`src/design/cmbs_params.svh`:
```
// Register offsets, field positions and reset values of the message buffer store
`ifndef CMBS_PARAMS_SVH
`define CMBS_PARAMS_SVH
// Window select, address bits 5:4
`define CMBS_WIN_TX 2'h0
`define CMBS_WIN_RX 2'h1
`define CMBS_WIN_CTL 2'h2
// Field offsets inside a buffer window, address bits 3:0
`define CMBS_F_ID_HIGH 4'h0
`define CMBS_F_ID_LOW 4'h1
`define CMBS_F_ID_EXT2 4'h2
`define CMBS_F_ID_EXT3 4'h3
`define CMBS_F_DATA0 4'h4
`define CMBS_F_DATA7 4'hB
`define CMBS_F_LENGTH 4'hC
`define CMBS_F_PRIO 4'hD
`define CMBS_F_STAMP_HI 4'hE
`define CMBS_F_STAMP_LO 4'hF
// Offsets inside the control window
`define CMBS_C_CTRL 4'h0
`define CMBS_C_TXFLAG 4'h1
`define CMBS_C_TXSEL 4'h2
// Bit positions
`define CMBS_B_INIT 0
`define CMBS_B_TIME 1
`define CMBS_B_RTR 4
`define CMBS_B_IDE 3
// Length code and byte limit
`define CMBS_MAX_BYTES 4'h8
// Reset values
`define CMBS_CTRL_RESET 2'h1
`define CMBS_TXSEL_RESET 2'h0
`define CMBS_TIMER_RESET 16'h0000
`endif

```
`src/design/cmbs_pkg.sv`:
```
// Types shared by the message buffer store
package cmbs_pkg;
    typedef logic [7:0] cmbs_byte_t;
    typedef logic [15:0] cmbs_stamp_t;
    typedef enum logic [1:0] {
        cmbs_st_idle = 2'b01,
        cmbs_st_busy = 2'b10
    } cmbs_state_t;
endpackage

```
`src/design/cmbs_store.sv`:
```
// CAN message buffer store: transmit buffers, receive buffer, scheduling, time stamp
`timescale 1ns/100ps
`include "cmbs_params.svh"
module cmbs_store #(
    parameter int NUM_TX = 3
) (
    input wire logic mclk,
    input wire logic sys_rst,
    input wire logic [5:0] reg_addr,
    input wire cmbs_pkg::cmbs_byte_t reg_wdata,
    input wire logic reg_wr,
    input wire logic reg_rd,
    output cmbs_pkg::cmbs_byte_t reg_rdata,
    input wire logic bit_tick,
    input wire logic sof_req,
    input wire logic tx_acked,
    input wire logic tx_aborted,
    input wire logic rx_acked,
    input wire cmbs_pkg::cmbs_byte_t rx_id_high,
    input wire cmbs_pkg::cmbs_byte_t rx_id_low_flags,
    input wire cmbs_pkg::cmbs_byte_t rx_length,
    input wire logic [63:0] rx_payload,
    output logic tx_start,
    output logic [1:0] tx_index,
    output logic [10:0] tx_identifier,
    output logic tx_remote,
    output logic tx_extended,
    output logic [3:0] tx_length_code,
    output logic [3:0] tx_byte_count,
    output logic [63:0] tx_payload,
    output logic [NUM_TX-1:0] tx_empty_flags,
    output logic init_mode
);
    import cmbs_pkg::*;

    localparam int BW = $clog2(NUM_TX + 1);
    localparam logic [BW-1:0] RXI = BW'(NUM_TX);

    // Buffer storage; the receive buffer sits after the transmit buffers
    cmbs_byte_t idh [NUM_TX+1];
    cmbs_byte_t idl [NUM_TX+1];
    cmbs_byte_t ex2 [NUM_TX+1];
    cmbs_byte_t ex3 [NUM_TX+1];
    cmbs_byte_t len [NUM_TX+1];
    cmbs_byte_t prio [NUM_TX+1];
    cmbs_byte_t dat [NUM_TX+1][8];
    cmbs_stamp_t stamp [NUM_TX+1];

    cmbs_state_t state_q;
    cmbs_state_t state_d;
    logic [NUM_TX-1:0] txe_q;
    logic [NUM_TX-1:0] txe_d;
    logic [BW-1:0] sel_q;
    logic [BW-1:0] act_q;
    logic [1:0] ctrl_q;
    cmbs_stamp_t timer_q;
    cmbs_byte_t rdata_q;
    logic start_q;

    // Byte count of a frame: remote frames carry none, codes above eight clamp
    function automatic logic [3:0] byte_count(input cmbs_byte_t lc, input logic remote);
        logic [3:0] c;
        c = (lc[3:0] > `CMBS_MAX_BYTES) ? `CMBS_MAX_BYTES : lc[3:0];
        return remote ? 4'h0 : c;
    endfunction

    // One read field of a buffer window, used for both transmit and receive
    function automatic cmbs_byte_t field_read(input logic [3:0] f, input logic [BW-1:0] b,
                                              input logic open, input logic is_tx);
        cmbs_byte_t v;
        v = 8'h00;
        case (f)
            `CMBS_F_ID_HIGH: v = idh[b];
            `CMBS_F_ID_LOW: v = idl[b];
            `CMBS_F_ID_EXT2: v = ex2[b];
            `CMBS_F_ID_EXT3: v = ex3[b];
            `CMBS_F_LENGTH: v = len[b];
            `CMBS_F_PRIO: v = (is_tx && open) ? prio[b] : 8'h00;
            `CMBS_F_STAMP_HI: v = open ? stamp[b][15:8] : 8'h00;
            `CMBS_F_STAMP_LO: v = open ? stamp[b][7:0] : 8'h00;
            default: v = dat[b][3'(f - `CMBS_F_DATA0)];
        endcase
        return v;
    endfunction

    // Lowest priority value wins; strict compare keeps the lowest index on ties
    function automatic logic [BW:0] pick(input logic [NUM_TX-1:0] pend);
        cmbs_byte_t best;
        logic [BW-1:0] bi;
        logic f;
        best = 8'hFF;
        bi = '0;
        f = 1'b0;
        for (int i = 0; i < NUM_TX; i++) begin
            if (pend[i] && (!f || prio[i] < best)) begin
                f = 1'b1;
                best = prio[i];
                bi = BW'(i);
            end
        end
        return {f, bi};
    endfunction

    // Address decode
    wire [1:0] win = reg_addr[5:4];
    wire [3:0] fld = reg_addr[3:0];
    wire is_tx = (win == `CMBS_WIN_TX);
    wire is_rx = (win == `CMBS_WIN_RX);
    wire is_ctl = (win == `CMBS_WIN_CTL);
    wire [BW-1:0] wbuf = is_tx ? sel_q : RXI;
    // Select writes above the last buffer are refused, so sel_q always indexes a flag
    wire sel_empty = txe_q[sel_q];
    // A pending transmit buffer is frozen so the engine never sees a half update
    wire buf_wr = reg_wr && ((is_tx && sel_empty) || is_rx);
    wire is_data = (fld >= `CMBS_F_DATA0) && (fld <= `CMBS_F_DATA7);

    // Read mux
    wire cmbs_byte_t ctl_rd = (fld == `CMBS_C_CTRL) ? {6'h00, ctrl_q} :
                              (fld == `CMBS_C_TXFLAG) ? 8'(txe_q) :
                              (fld == `CMBS_C_TXSEL) ? 8'(sel_q) : 8'h00;
    wire cmbs_byte_t rd_mux = is_tx ? field_read(fld, sel_q, sel_empty, 1'b1) :
                              is_rx ? field_read(fld, RXI, 1'b1, 1'b0) :
                              is_ctl ? ctl_rd : 8'h00;

    // Scheduling only runs outside initialization mode and while idle
    wire [NUM_TX-1:0] pend = ~txe_q;
    wire [BW:0] win_pick = pick(pend);
    wire do_start = (state_q == cmbs_st_idle) && sof_req && !ctrl_q[`CMBS_B_INIT]
                    && win_pick[BW];
    wire [BW-1:0] nb = win_pick[BW-1:0];
    wire busy_ack = (state_q == cmbs_st_busy) && tx_acked;
    wire stamp_en = ctrl_q[`CMBS_B_TIME];
    wire nb_remote = idl[nb][`CMBS_B_RTR];
    wire [3:0] nb_count = byte_count(len[nb], nb_remote);
    wire [3:0] rx_count = byte_count(rx_length, rx_id_low_flags[`CMBS_B_RTR]);

    // Payload sent: bytes past the count go out as zero
    wire [63:0] nb_payload;
    genvar k;
    generate
        for (k = 0; k < 8; k++) begin : g_pay
            assign nb_payload[k*8 +: 8] = (4'(k) < nb_count) ? dat[nb][k] : 8'h00;
        end
    endgenerate

    // Empty flags: a completed transmission sets, a software write of one clears
    always_comb begin
        txe_d = txe_q;
        if (reg_wr && is_ctl && fld == `CMBS_C_TXFLAG) begin
            txe_d = txe_q & ~reg_wdata[NUM_TX-1:0];
        end
        if (busy_ack) begin
            txe_d[act_q] = 1'b1; // Set beats a clear in the same cycle
        end
    end

    // Transmit sequencer: arbitration lost or error returns to idle with the
    // buffer still pending, so it competes again at the next SOF
    always_comb begin
        case (state_q)
            cmbs_st_idle: state_d = do_start ? cmbs_st_busy : cmbs_st_idle;
            cmbs_st_busy: state_d = (tx_acked || tx_aborted) ? cmbs_st_idle : cmbs_st_busy;
            default: state_d = cmbs_st_idle;
        endcase
    end

    // Control state
    always_ff @(posedge mclk or posedge sys_rst) begin
        if (sys_rst) begin
            state_q <= cmbs_st_idle;
            txe_q <= '1;
            sel_q <= `CMBS_TXSEL_RESET;
            ctrl_q <= `CMBS_CTRL_RESET;
            rdata_q <= 8'h00;
            start_q <= 1'b0;
            act_q <= '0;
        end else begin
            state_q <= state_d;
            txe_q <= txe_d;
            start_q <= do_start;
            rdata_q <= reg_rd ? rd_mux : 8'h00;
            if (do_start) begin
                act_q <= nb;
            end
            if (reg_wr && is_ctl && fld == `CMBS_C_CTRL) begin
                ctrl_q <= reg_wdata[1:0];
            end
            if (reg_wr && is_ctl && fld == `CMBS_C_TXSEL && reg_wdata < 8'(NUM_TX)) begin
                sel_q <= BW'(reg_wdata);
            end
        end
    end

    // Stamp timer counts bit times and wraps silently
    always_ff @(posedge mclk or posedge sys_rst) begin
        if (sys_rst) begin
            timer_q <= `CMBS_TIMER_RESET;
        end else if (ctrl_q[`CMBS_B_INIT]) begin
            timer_q <= `CMBS_TIMER_RESET;
        end else if (bit_tick) begin
            timer_q <= timer_q + 16'h0001;
        end
    end

    // Frame fields handed to the bit engine, captured at the start decision
    always_ff @(posedge mclk or posedge sys_rst) begin
        if (sys_rst) begin
            tx_index <= 2'h0;
            tx_identifier <= 11'h000;
            tx_remote <= 1'b0;
            tx_extended <= 1'b0;
            tx_length_code <= 4'h0;
            tx_byte_count <= 4'h0;
            tx_payload <= 64'h0000_0000_0000_0000;
        end else if (do_start) begin
            tx_index <= 2'(nb);
            // Bit 10 goes out first; smaller values win on the bus
            tx_identifier <= {idh[nb], idl[nb][7:5]};
            tx_remote <= nb_remote;
            tx_extended <= idl[nb][`CMBS_B_IDE];
            tx_length_code <= len[nb][3:0];
            tx_byte_count <= nb_count;
            tx_payload <= nb_payload;
        end
    end

    // Buffer contents: software writes, then receive capture and stamps override
    always_ff @(posedge mclk) begin
        if (buf_wr) begin
            case (fld)
                `CMBS_F_ID_HIGH: idh[wbuf] <= reg_wdata;
                `CMBS_F_ID_LOW: idl[wbuf] <= reg_wdata;
                `CMBS_F_ID_EXT2: ex2[wbuf] <= reg_wdata;
                `CMBS_F_ID_EXT3: ex3[wbuf] <= reg_wdata;
                `CMBS_F_LENGTH: len[wbuf] <= reg_wdata;
                `CMBS_F_PRIO: prio[wbuf] <= reg_wdata;
                default: begin // Stamp fields land here and are dropped
                    if (is_data) begin
                        dat[wbuf][3'(fld - `CMBS_F_DATA0)] <= reg_wdata;
                    end
                end
            endcase
        end
        if (rx_acked) begin
            idh[RXI] <= rx_id_high;
            idl[RXI] <= rx_id_low_flags;
            len[RXI] <= rx_length;
            for (int i = 0; i < 8; i++) begin
                if (4'(i) < rx_count) begin
                    dat[RXI][i] <= rx_payload[i*8 +: 8];
                end
            end
            if (stamp_en) begin
                stamp[RXI] <= timer_q;
            end
        end
        if (busy_ack && stamp_en) begin
            stamp[act_q] <= timer_q;
        end
    end

    // Outputs
    assign reg_rdata = rdata_q;
    assign tx_start = start_q;
    assign tx_empty_flags = txe_q;
    assign init_mode = ctrl_q[`CMBS_B_INIT];

    // Winner really is the smallest priority, lowest index on a tie
    logic win_best;
    always_comb begin
        win_best = 1'b1;
        for (int i = 0; i < NUM_TX; i++) begin
            if (pend[i] && (prio[i] < prio[nb] || (prio[i] == prio[nb] && BW'(i) < nb))) begin
                win_best = 1'b0;
            end
        end
    end
endmodule

```
`config.mk`:
```
export PLATFORM = sky130hd
export DESIGN_NAME = cmbs_store
export DESIGN_NICKNAME = d
export VERILOG_FILES = /design/src/design/cmbs_pkg.sv /design/src/design/cmbs_store.sv
export VERILOG_INCLUDE_DIRS = /design/src /design/src/design
export SDC_FILE = /design/constraint.sdc
export NUM_CORES = 1
export LEC_CHECK = 0
export BUFFER_PORTS_ARGS = -buffer_cell sky130_fd_sc_hd__buf_2
export CAP_MARGIN = 0
export CORE_MARGIN = 2
export CORE_UTILIZATION = 40
export CTS_CLUSTER_SIZE = 16
export DETAILED_ROUTE_END_ITERATION = 10
export MAX_ROUTING_LAYER = met4
export PLACE_DENSITY = 0.65
export SLEW_MARGIN = 25
export SYNTH_ARGS = -nofsm -noshare
export SYNTH_HDL_FRONTEND = slang
export SYNTH_SLANG_ARGS = --single-unit
```
`constraint.sdc`:
```
create_clock -name mclk -period 5.3 [get_ports mclk]
set_clock_uncertainty 0.2 [all_clocks]
set_input_delay 0.53 -clock mclk [delete_from_list [all_inputs] [get_ports mclk]]
set_output_delay 0.53 -clock mclk [all_outputs]
set_load 0.01 [all_outputs]
```
==> results of run 1 <==
kinds of logic after synthesis:
| family | count (synthesis) |
|---|---|
| buf+inv | 159 |
| xor+xnor | 13 |
| simple gates | 561 |
| flops | 633 |
| fa+ha+maj | 19 |
| compound gates | 425 |
| mux | 261 |
final timing paths:
path	start	to	slack, ns	cells after the start
worst min register to register	tx_payload[52]	tx_payload[52]	0.29	2
min in group asynchronous	sys_rst	tx_payload[45]	0.24	3
worst min-delay path	rx_payload[24]	dat[3][32]	0.02	2
worst max register to register	tx_empty_flags[0]	tx_identifier[10]	0.41	17
worst max-delay path	tx_empty_flags[0]	tx_identifier[10]	0.41	17
max in group asynchronous	sys_rst	timer_q[9]	3.77	4
final cells by class:
type | instances | share of cell area [%]
Inverter | 15 | 0.182
Multi-Input combinational cell | 1279 | 30.5
Clock buffer | 109 | 6.17
Sequential cell | 633 | 54.5
Clock inverter | 19 | 0.322
Antenna cell | 3 | 0.0222
Timing Repair Buffer | 270 | 4.75
Tap cell | 959 | 3.55
power groups by stage:
stage | Clock [mW] | Combinational (mW) | Sequential (mW)
after CTS | 4.72 | 3.48 | 6.38
after global routing | 4.92 | 3.79 | 6.41
final | 4.70 | 3.51 | 6.38
after global placement | 0 | 3.38 | 6.46
after floorplan | 0 | 1.94 | 6.38
after detailed placement | 0 | 3.46 | 6.46
registers in the layout, indices dropped and copies added (netlist names), 4 cells and up:
signal	cells
tx_identifier	11
ex2	32
tx_byte_count	4
timer_q	16
reg_rdata	8
ex3	32
idh	32
len	32
tx_payload	64
prio	32
idl	32
stamp	64
dat	256
tx_length_code	4
cells in the final DEF, fill, tap and decap left out, drive strengths merged, types with 4 or more instances in the layout:
| cell | synthesis | layout |
|---|---|---|
| edfxtp | 512 | 512 |
| buf | 76 | 267 |
| nand2 | 223 | 223 |
| mux4 | 142 | 142 |
| nor2 | 132 | 132 |
| o21ai | 132 | 132 |
| dfrtp | 116 | 116 |
| clkbuf | 68 | 109 |
| a21oi | 103 | 103 |
| mux2 | 86 | 86 |
| and3 | 75 | 75 |
| a311oi | 69 | 69 |
| nand3 | 37 | 37 |
| mux2i | 33 | 33 |
| a22oi | 24 | 24 |
| nor3 | 23 | 23 |
| nand2b | 20 | 20 |
| ha | 19 | 19 |
| inv | 15 | 18 |
| nor2b | 15 | 15 |
| a211oi | 14 | 14 |
| clkinv | 0 | 14 |
| nand4 | 13 | 13 |
| a22o | 12 | 12 |
| a31oi | 10 | 10 |
| xor2 | 10 | 10 |
| a221oi | 8 | 8 |
| o21bai | 7 | 7 |
| o211ai | 6 | 6 |
| o22ai | 5 | 5 |
| dfstp | 5 | 5 |
| o21a | 5 | 5 |
| and2 | 5 | 5 |
| a21o | 4 | 4 |
| or3 | 4 | 4 |
synthesized netlist by cell type (15+ instances only):
cell type	instances	share of area, %
and3_1	75	1.6
nor2b_1	15	0.32
nand2_1	223	2.9
nand3_1	37	0.63
mux2_2	86	3.3
nand2b_1	20	0.43
a21oi_1	103	1.8
o21ai_0	59	1.0
edfxtp_1	512	52
ha_1	19	0.81
mux4_2	138	11
a22oi_1	24	0.61
a311oi_1	69	2.1
nor2_1	132	1.7
dfrtp_1	116	9.9
nor3_1	23	0.39
buf_2	49	0.84
mux2i_1	33	1.1
clkbuf_1	68	0.87
o21ai_1	72	1.2
through the flow:
stage / util, % / hold WS [ns] / power, mW / instances / worst slack [ns]
6_report: 46.4 / 0.0220 / 14.6 / 3287 / 0.412
5_1_grt: 46.3 / 0.00428 / 15.1 / 3285 / 0.0171
3_3_place_gp: 43.2 / 0.275 / 9.84 / 3152 / 0.506
4_1_cts: 46.3 / 0.000515 / 14.6 / 3283 / 0.413
2_1_floorplan: - / 0.284 / 8.32 / 2071 / 0.745
3_5_place_dp: 43.2 / 0.275 / 9.93 / 3152 / 0.427
routing by layer:
layer  wire, um  vias to the layer above
met5          0                        -
li1           -                     8537
met3      11300                      241
met2      48800                     1537
met1      39200                    10600
met4       4190                        0
==> flow_summary.ini, run 1 <==
[clock_network]
cts-root-buf = clkbuf_16
clkLatencyLatePin_ns = 0.62
path_clk_slew_ns = 0.06
cts.hold.buffers_added = 3
htreeDepth = 3
cts_tree = yes
cts_resized = 0
cts.sinks = 633
clockBufferDepth = 3
cts_buffers = 70
post_cts_buffers = 0

[setup_path]
cp_max_fo = 15
crit_buf_inv = 1
worst-setup-path-type = flip-flop to flip-flop
cp_cell_sequence = nor2_1 > ha_1 > o211a_1 > o31a_1 > o311ai_2 > and2_2 > nor2_1 > a21oi_1 > ha_1 > a21o_1 > a21o_1 > a221oi_1 > o211ai_1 > o21ai_4 > buf_4 > o21ai_0 > o21ai_0
endpoint_kind = flip-flop
critical-path-max-stage-delay_ns = 0.69
cp_top_family = compound AO/OA/AOI/OAI gates
required_ns = 5.62
cp-start-kind = flip-flop
critPathSlowestCell = dfstp_2
cp.arrival_ns = 5.21

[sta]
timing.final.crit_period_ns = 4.89
setup_viol = 0
slew_headroom_pct = 23.9
finalMaxSlewViolations = 0
rsz0062_at_grt = no
tns_ns = 0
tightestPinTransition_ns = 1.13
hold_viol = 0
fmax_mhz = 205
period_share_pct = 92.2

[logic_synthesis]
netlist_instances = 2071
async_flop_share_pct = 19.1
ys_ff_latch = 633
muxShareOfSynthArea_pct = 15.4
syn_avg_cell_area_um2 = 14.2
synth_simple_gate_area_share_pct = 8.75
synth_nets = 2201
synth_adder_area_share_pct = 0.810
syn_area_um2 = 29400
synth_xor_xnor_area_share_pct = 0.388
ys_seq_area_share_pct = 62.7
synth_top_family_by_area = multiplexers
ys_types = 71
ys_warn_count = 0
synth_enable_flop_cells = 512
yosys_most_used_dff = edfxtp_1
synth_compound_area_share_pct = 9.40

[pwr]
intPower_mw = 9.85
peakVddDrop_v = 0.000378
leakage_nw = 11.9
p_clk_share_pct = 32.2
p_seq_share_pct = 43.7
power_switching_mw = 4.74
netSwitchingFraction_pct = 32.5
power_frac_comb_pct = 24.1
power.density_nw_per_um2 = 432

[global_route]
antenna_found_initial = 2
globalRouteOverflowTotal = 0
grt_first_pass_wirelength_um = 146000
met2_usage_pct = 43.3
grt_max_degree = 90
grt_pass1_vias = 20100
grtUsageMet3_pct = 5.13
grtUsageTotal_pct = 27.9
busiest_layer = met2
grt.met1_usage_pct = 37.0

[die]
die_h_um = 275
coreArea_um2 = 72800
dieArea_um2 = 75600
num_rows = 99
die_w_um = 275
initial_core_util_pct = 40.3
ios = 211

[drt]
post_drt_wl_per_cell_um = 31.5
route.detailed.drc = 0
dr.pass1.iters = 6
vias_per_cell = 6.37
ant_nets = 0
drt-initial-drc-count = 3345
num_vias = 20900
wl_um = 104000

[layout]
multi_input_area_um2 = 10300
nFillCells = 6364
design_area_um2 = 33800
register_area_um2 = 18400
nNetsFinal = 2399
drive_gt1_share_pct = 26.8
area_growth_pct = 15.0

[placed_design]
numPortBuffers = 210
post_dp_cell_area_um2 = 31500
gp_congestion = 1.01
dp_hpwl_um = 71500

[run_status]
status = complete, no violations

[hold_path]
hold_path_class = input port to flip-flop

[run]
drv_cap = 0
No activity file was read; power rests on OpenSTA's default activity.
==> run 2, diff against run 1 <==
ABC_AREA = 1   (was not set)
clock period = 5.5 ns   (was 5.3 ns; I/O delays follow)
==> flow_summary.ini, run 2 <==
[sta]
fmax_mhz = 221
hold_viol = 0
timing.final.crit_period_ns = 4.53
period_share_pct = 82.5
setup_viol = 0
tns_ns = 0
rsz0062_at_grt = no
slew_headroom_pct = 25.5
finalMaxSlewViolations = 0
hold_ws_ns = 0.0140
tightestPinTransition_ns = 1.11

[setup_path]
cp_common_cell = nand2_4
cp-start-kind = flip-flop
cp_top_family = compound AO/OA/AOI/OAI gates
cp_cell_sequence = nor2_1 > ha_1 > a21oi_1 > o21a_1 > nand2_1 > nand2_2 > nand2_4 > nand2_1 > o21ai_0 > ha_1 > a21oi_1 > nor2_1 > a211oi_1 > nand2_2 > nand2_4 > nand2_4 > buf_4 > o21ai_0 > o21ai_1
required_ns = 5.78
cp.arrival_ns = 4.82
critical-path-max-stage-delay_ns = 0.71
critPathSlowestCell = dfstp_2
cp_max_fo = 45
worst-setup-path-type = flip-flop to flip-flop
endpoint_kind = flip-flop
crit_buf_inv = 1

[clock_network]
htreeDepth = 3
post_cts_buffers = 0
cts_buffers = 69
clkLatencyLatePin_ns = 0.63
path_clk_slew_ns = 0.06
clockBufferDepth = 3
cts.sinks = 633
cts-root-buf = clkbuf_16
cts_resized = 0
cts_tree = yes

[logic_synthesis]
ys_types = 50
synth_top_area_cell = edfxtp_1
async_flop_share_pct = 19.1
syn_avg_cell_area_um2 = 9.93
synth_nets = 3081
synth_area_leaders = edfxtp_1, dfrtp_1, o21ai_0
synthTopCellsByCount = nand2_1, edfxtp_1, o21ai_0
syn_area_um2 = 29300
netlist_instances = 2951
yosys_most_used_dff = edfxtp_1
synth_enable_flop_cells = 512
ys_seq_area_share_pct = 62.8
synth_top_area_share_pct = 52.4
ys_ff_latch = 633
synth.most_common_cell = nand2_1
ys_warn_count = 0

[drt]
wl_um = 106000
route.detailed.drc = 0
ant_nets = 0
drt-initial-drc-count = 3700
vias_per_cell = 5.88
dr.pass1.iters = 6
num_vias = 24400
post_drt_wl_per_cell_um = 25.6

[layout]
regMostFlops = dat
top_regs = dat: 256 flops, stamp: 64 flops, tx_payload: 64 flops
multi_input_area_um2 = 9470
nFillCells = 6805
nNetsFinal = 3261
area_growth_pct = 15.3
drive_gt1_share_pct = 13.0
final_cell_mix = nand2_1, edfxtp_1, o21ai_0, nor2_1, buf_2
register_area_um2 = 18400
final_common_cell = nand2_1
fin_cells = 4149
largest_register_ffs = 256

[placed_design]
dp_hpwl_um = 73600
numPortBuffers = 210
dpl.cell_count = 4001
gp_congestion = 0.975

[global_route]
globalRouteOverflowTotal = 0
grt_first_pass_wirelength_um = 152000
grtUsageTotal_pct = 28.5
antenna_found_initial = 1
grt_max_degree = 106
grt_pass1_vias = 22000

[run]
drv_cap = 0

[pwr]
power.density_nw_per_um2 = 411
peakVddDrop_v = 0.000244
power_mw = 13.9
leakage_nw = 13.1

[die]
num_rows = 99
coreArea_um2 = 72700
dieArea_um2 = 75500
die_h_um = 275
die_w_um = 275
initial_core_util_pct = 40.3
ios = 211

[run_status]
status = complete, no violations

[hold_path]
hold_path_class = input port to flip-flop
-- run 2: changes by cell type in the layout (fill, tap and decap cells not counted), moves of 36 or more --
cell | before | now
a21oi_1 | 102 | 196
a311oi_1 | 69 | 2
and3_1 | 75 | 0
inv_1 | 13 | 179
mux2_2 | 86 | 0
mux4_2 | 138 | 0
nand2_1 | 221 | 513
nand3_1 | 37 | 99
nor2_1 | 130 | 353
o211ai_1 | 6 | 42
o21ai_0 | 59 | 445
o21ai_1 | 71 | 33
o22ai_1 | 5 | 66
-- run 2: final timing paths --
path,slack (ns),cells after the start,from,endpoint
hold reg to reg,0.27,2,tx_payload[6],tx_payload[6]
setup / recovery,0.97,19,tx_empty_flags[0],tx_payload[31]
setup reg to reg,0.97,19,tx_empty_flags[0],tx_payload[31]
hold / removal,0.01,3,rx_payload[8],dat[3][48]
max in group asynchronous,3.46,4,sys_rst,tx_payload[32]
min in group asynchronous,0.48,3,sys_rst,state_q[1]
-- run 2: per-layer routing --
layer  vias to the layer above  global-route usage [%]  share of wire, %
met3                       188                    7.87                14
met5                         -                       -                 0
met1                     11700                    41.8                42
met4                         0                    7.95               2.8
met2                      1656                    38.3                41
li1                      10900                       -                 -
-- run 2: through the flow --
| step | setup slack (ns) | util [%] | instance area, um^2 |
|---|---|---|---|
| floorplan | 1.18 | - | 29300 |
| global placement | 1.11 | 43.1 | 31400 |
| detailed placement | 1.03 | 43.2 | 31400 |
| CTS | 1.03 | 46.5 | 33800 |
| global route | 0.554 | 46.5 | 33800 |
| finish | 0.965 | 46.5 | 33800 |
-- run 2: layout make-up --
class	count	share of cell area [%]
Antenna cell	2	0.0148
Clock buffer	105	5.94
Clock inverter	23	0.670
Inverter	191	2.16
Multi-Input combinational cell	1943	28.0
Sequential cell	633	54.5
Tap cell	959	3.55
Timing Repair Buffer	293	5.16
-- run 2: cells by family after synthesis --
family	count (synthesis)	share of synthesized area, %
AO/OA/AOI/OAI	888	17.0
XOR/XNOR	1	0.0299
adder cells (fa/ha/maj)	19	0.811
buffers and inverters	375	5.07
flip-flops	633	62.8
AND/OR/NAND/NOR	1035	14.3
-- run 2: timing repair --
item | in CTS | in global routing
endpoints found under the hold margin | 55 | 0
hold buffers | 18 | 0
setup endpoints to repair | 0 | 0
-- run 2: where the power goes --
part / internal, mW / leakage (nW) / switching [mW]
Sequential: 5.58 / 6.21 / 0.347
Combinational: 0.905 / 5.81 / 2.41
Clock: 2.68 / 1.09 / 1.96
-- run 2: tightest hold or removal path, cell delays in order --
cell and delay [ns]:
buf_2 0.08, nand2_1 0.04, o21ai_0 0.06
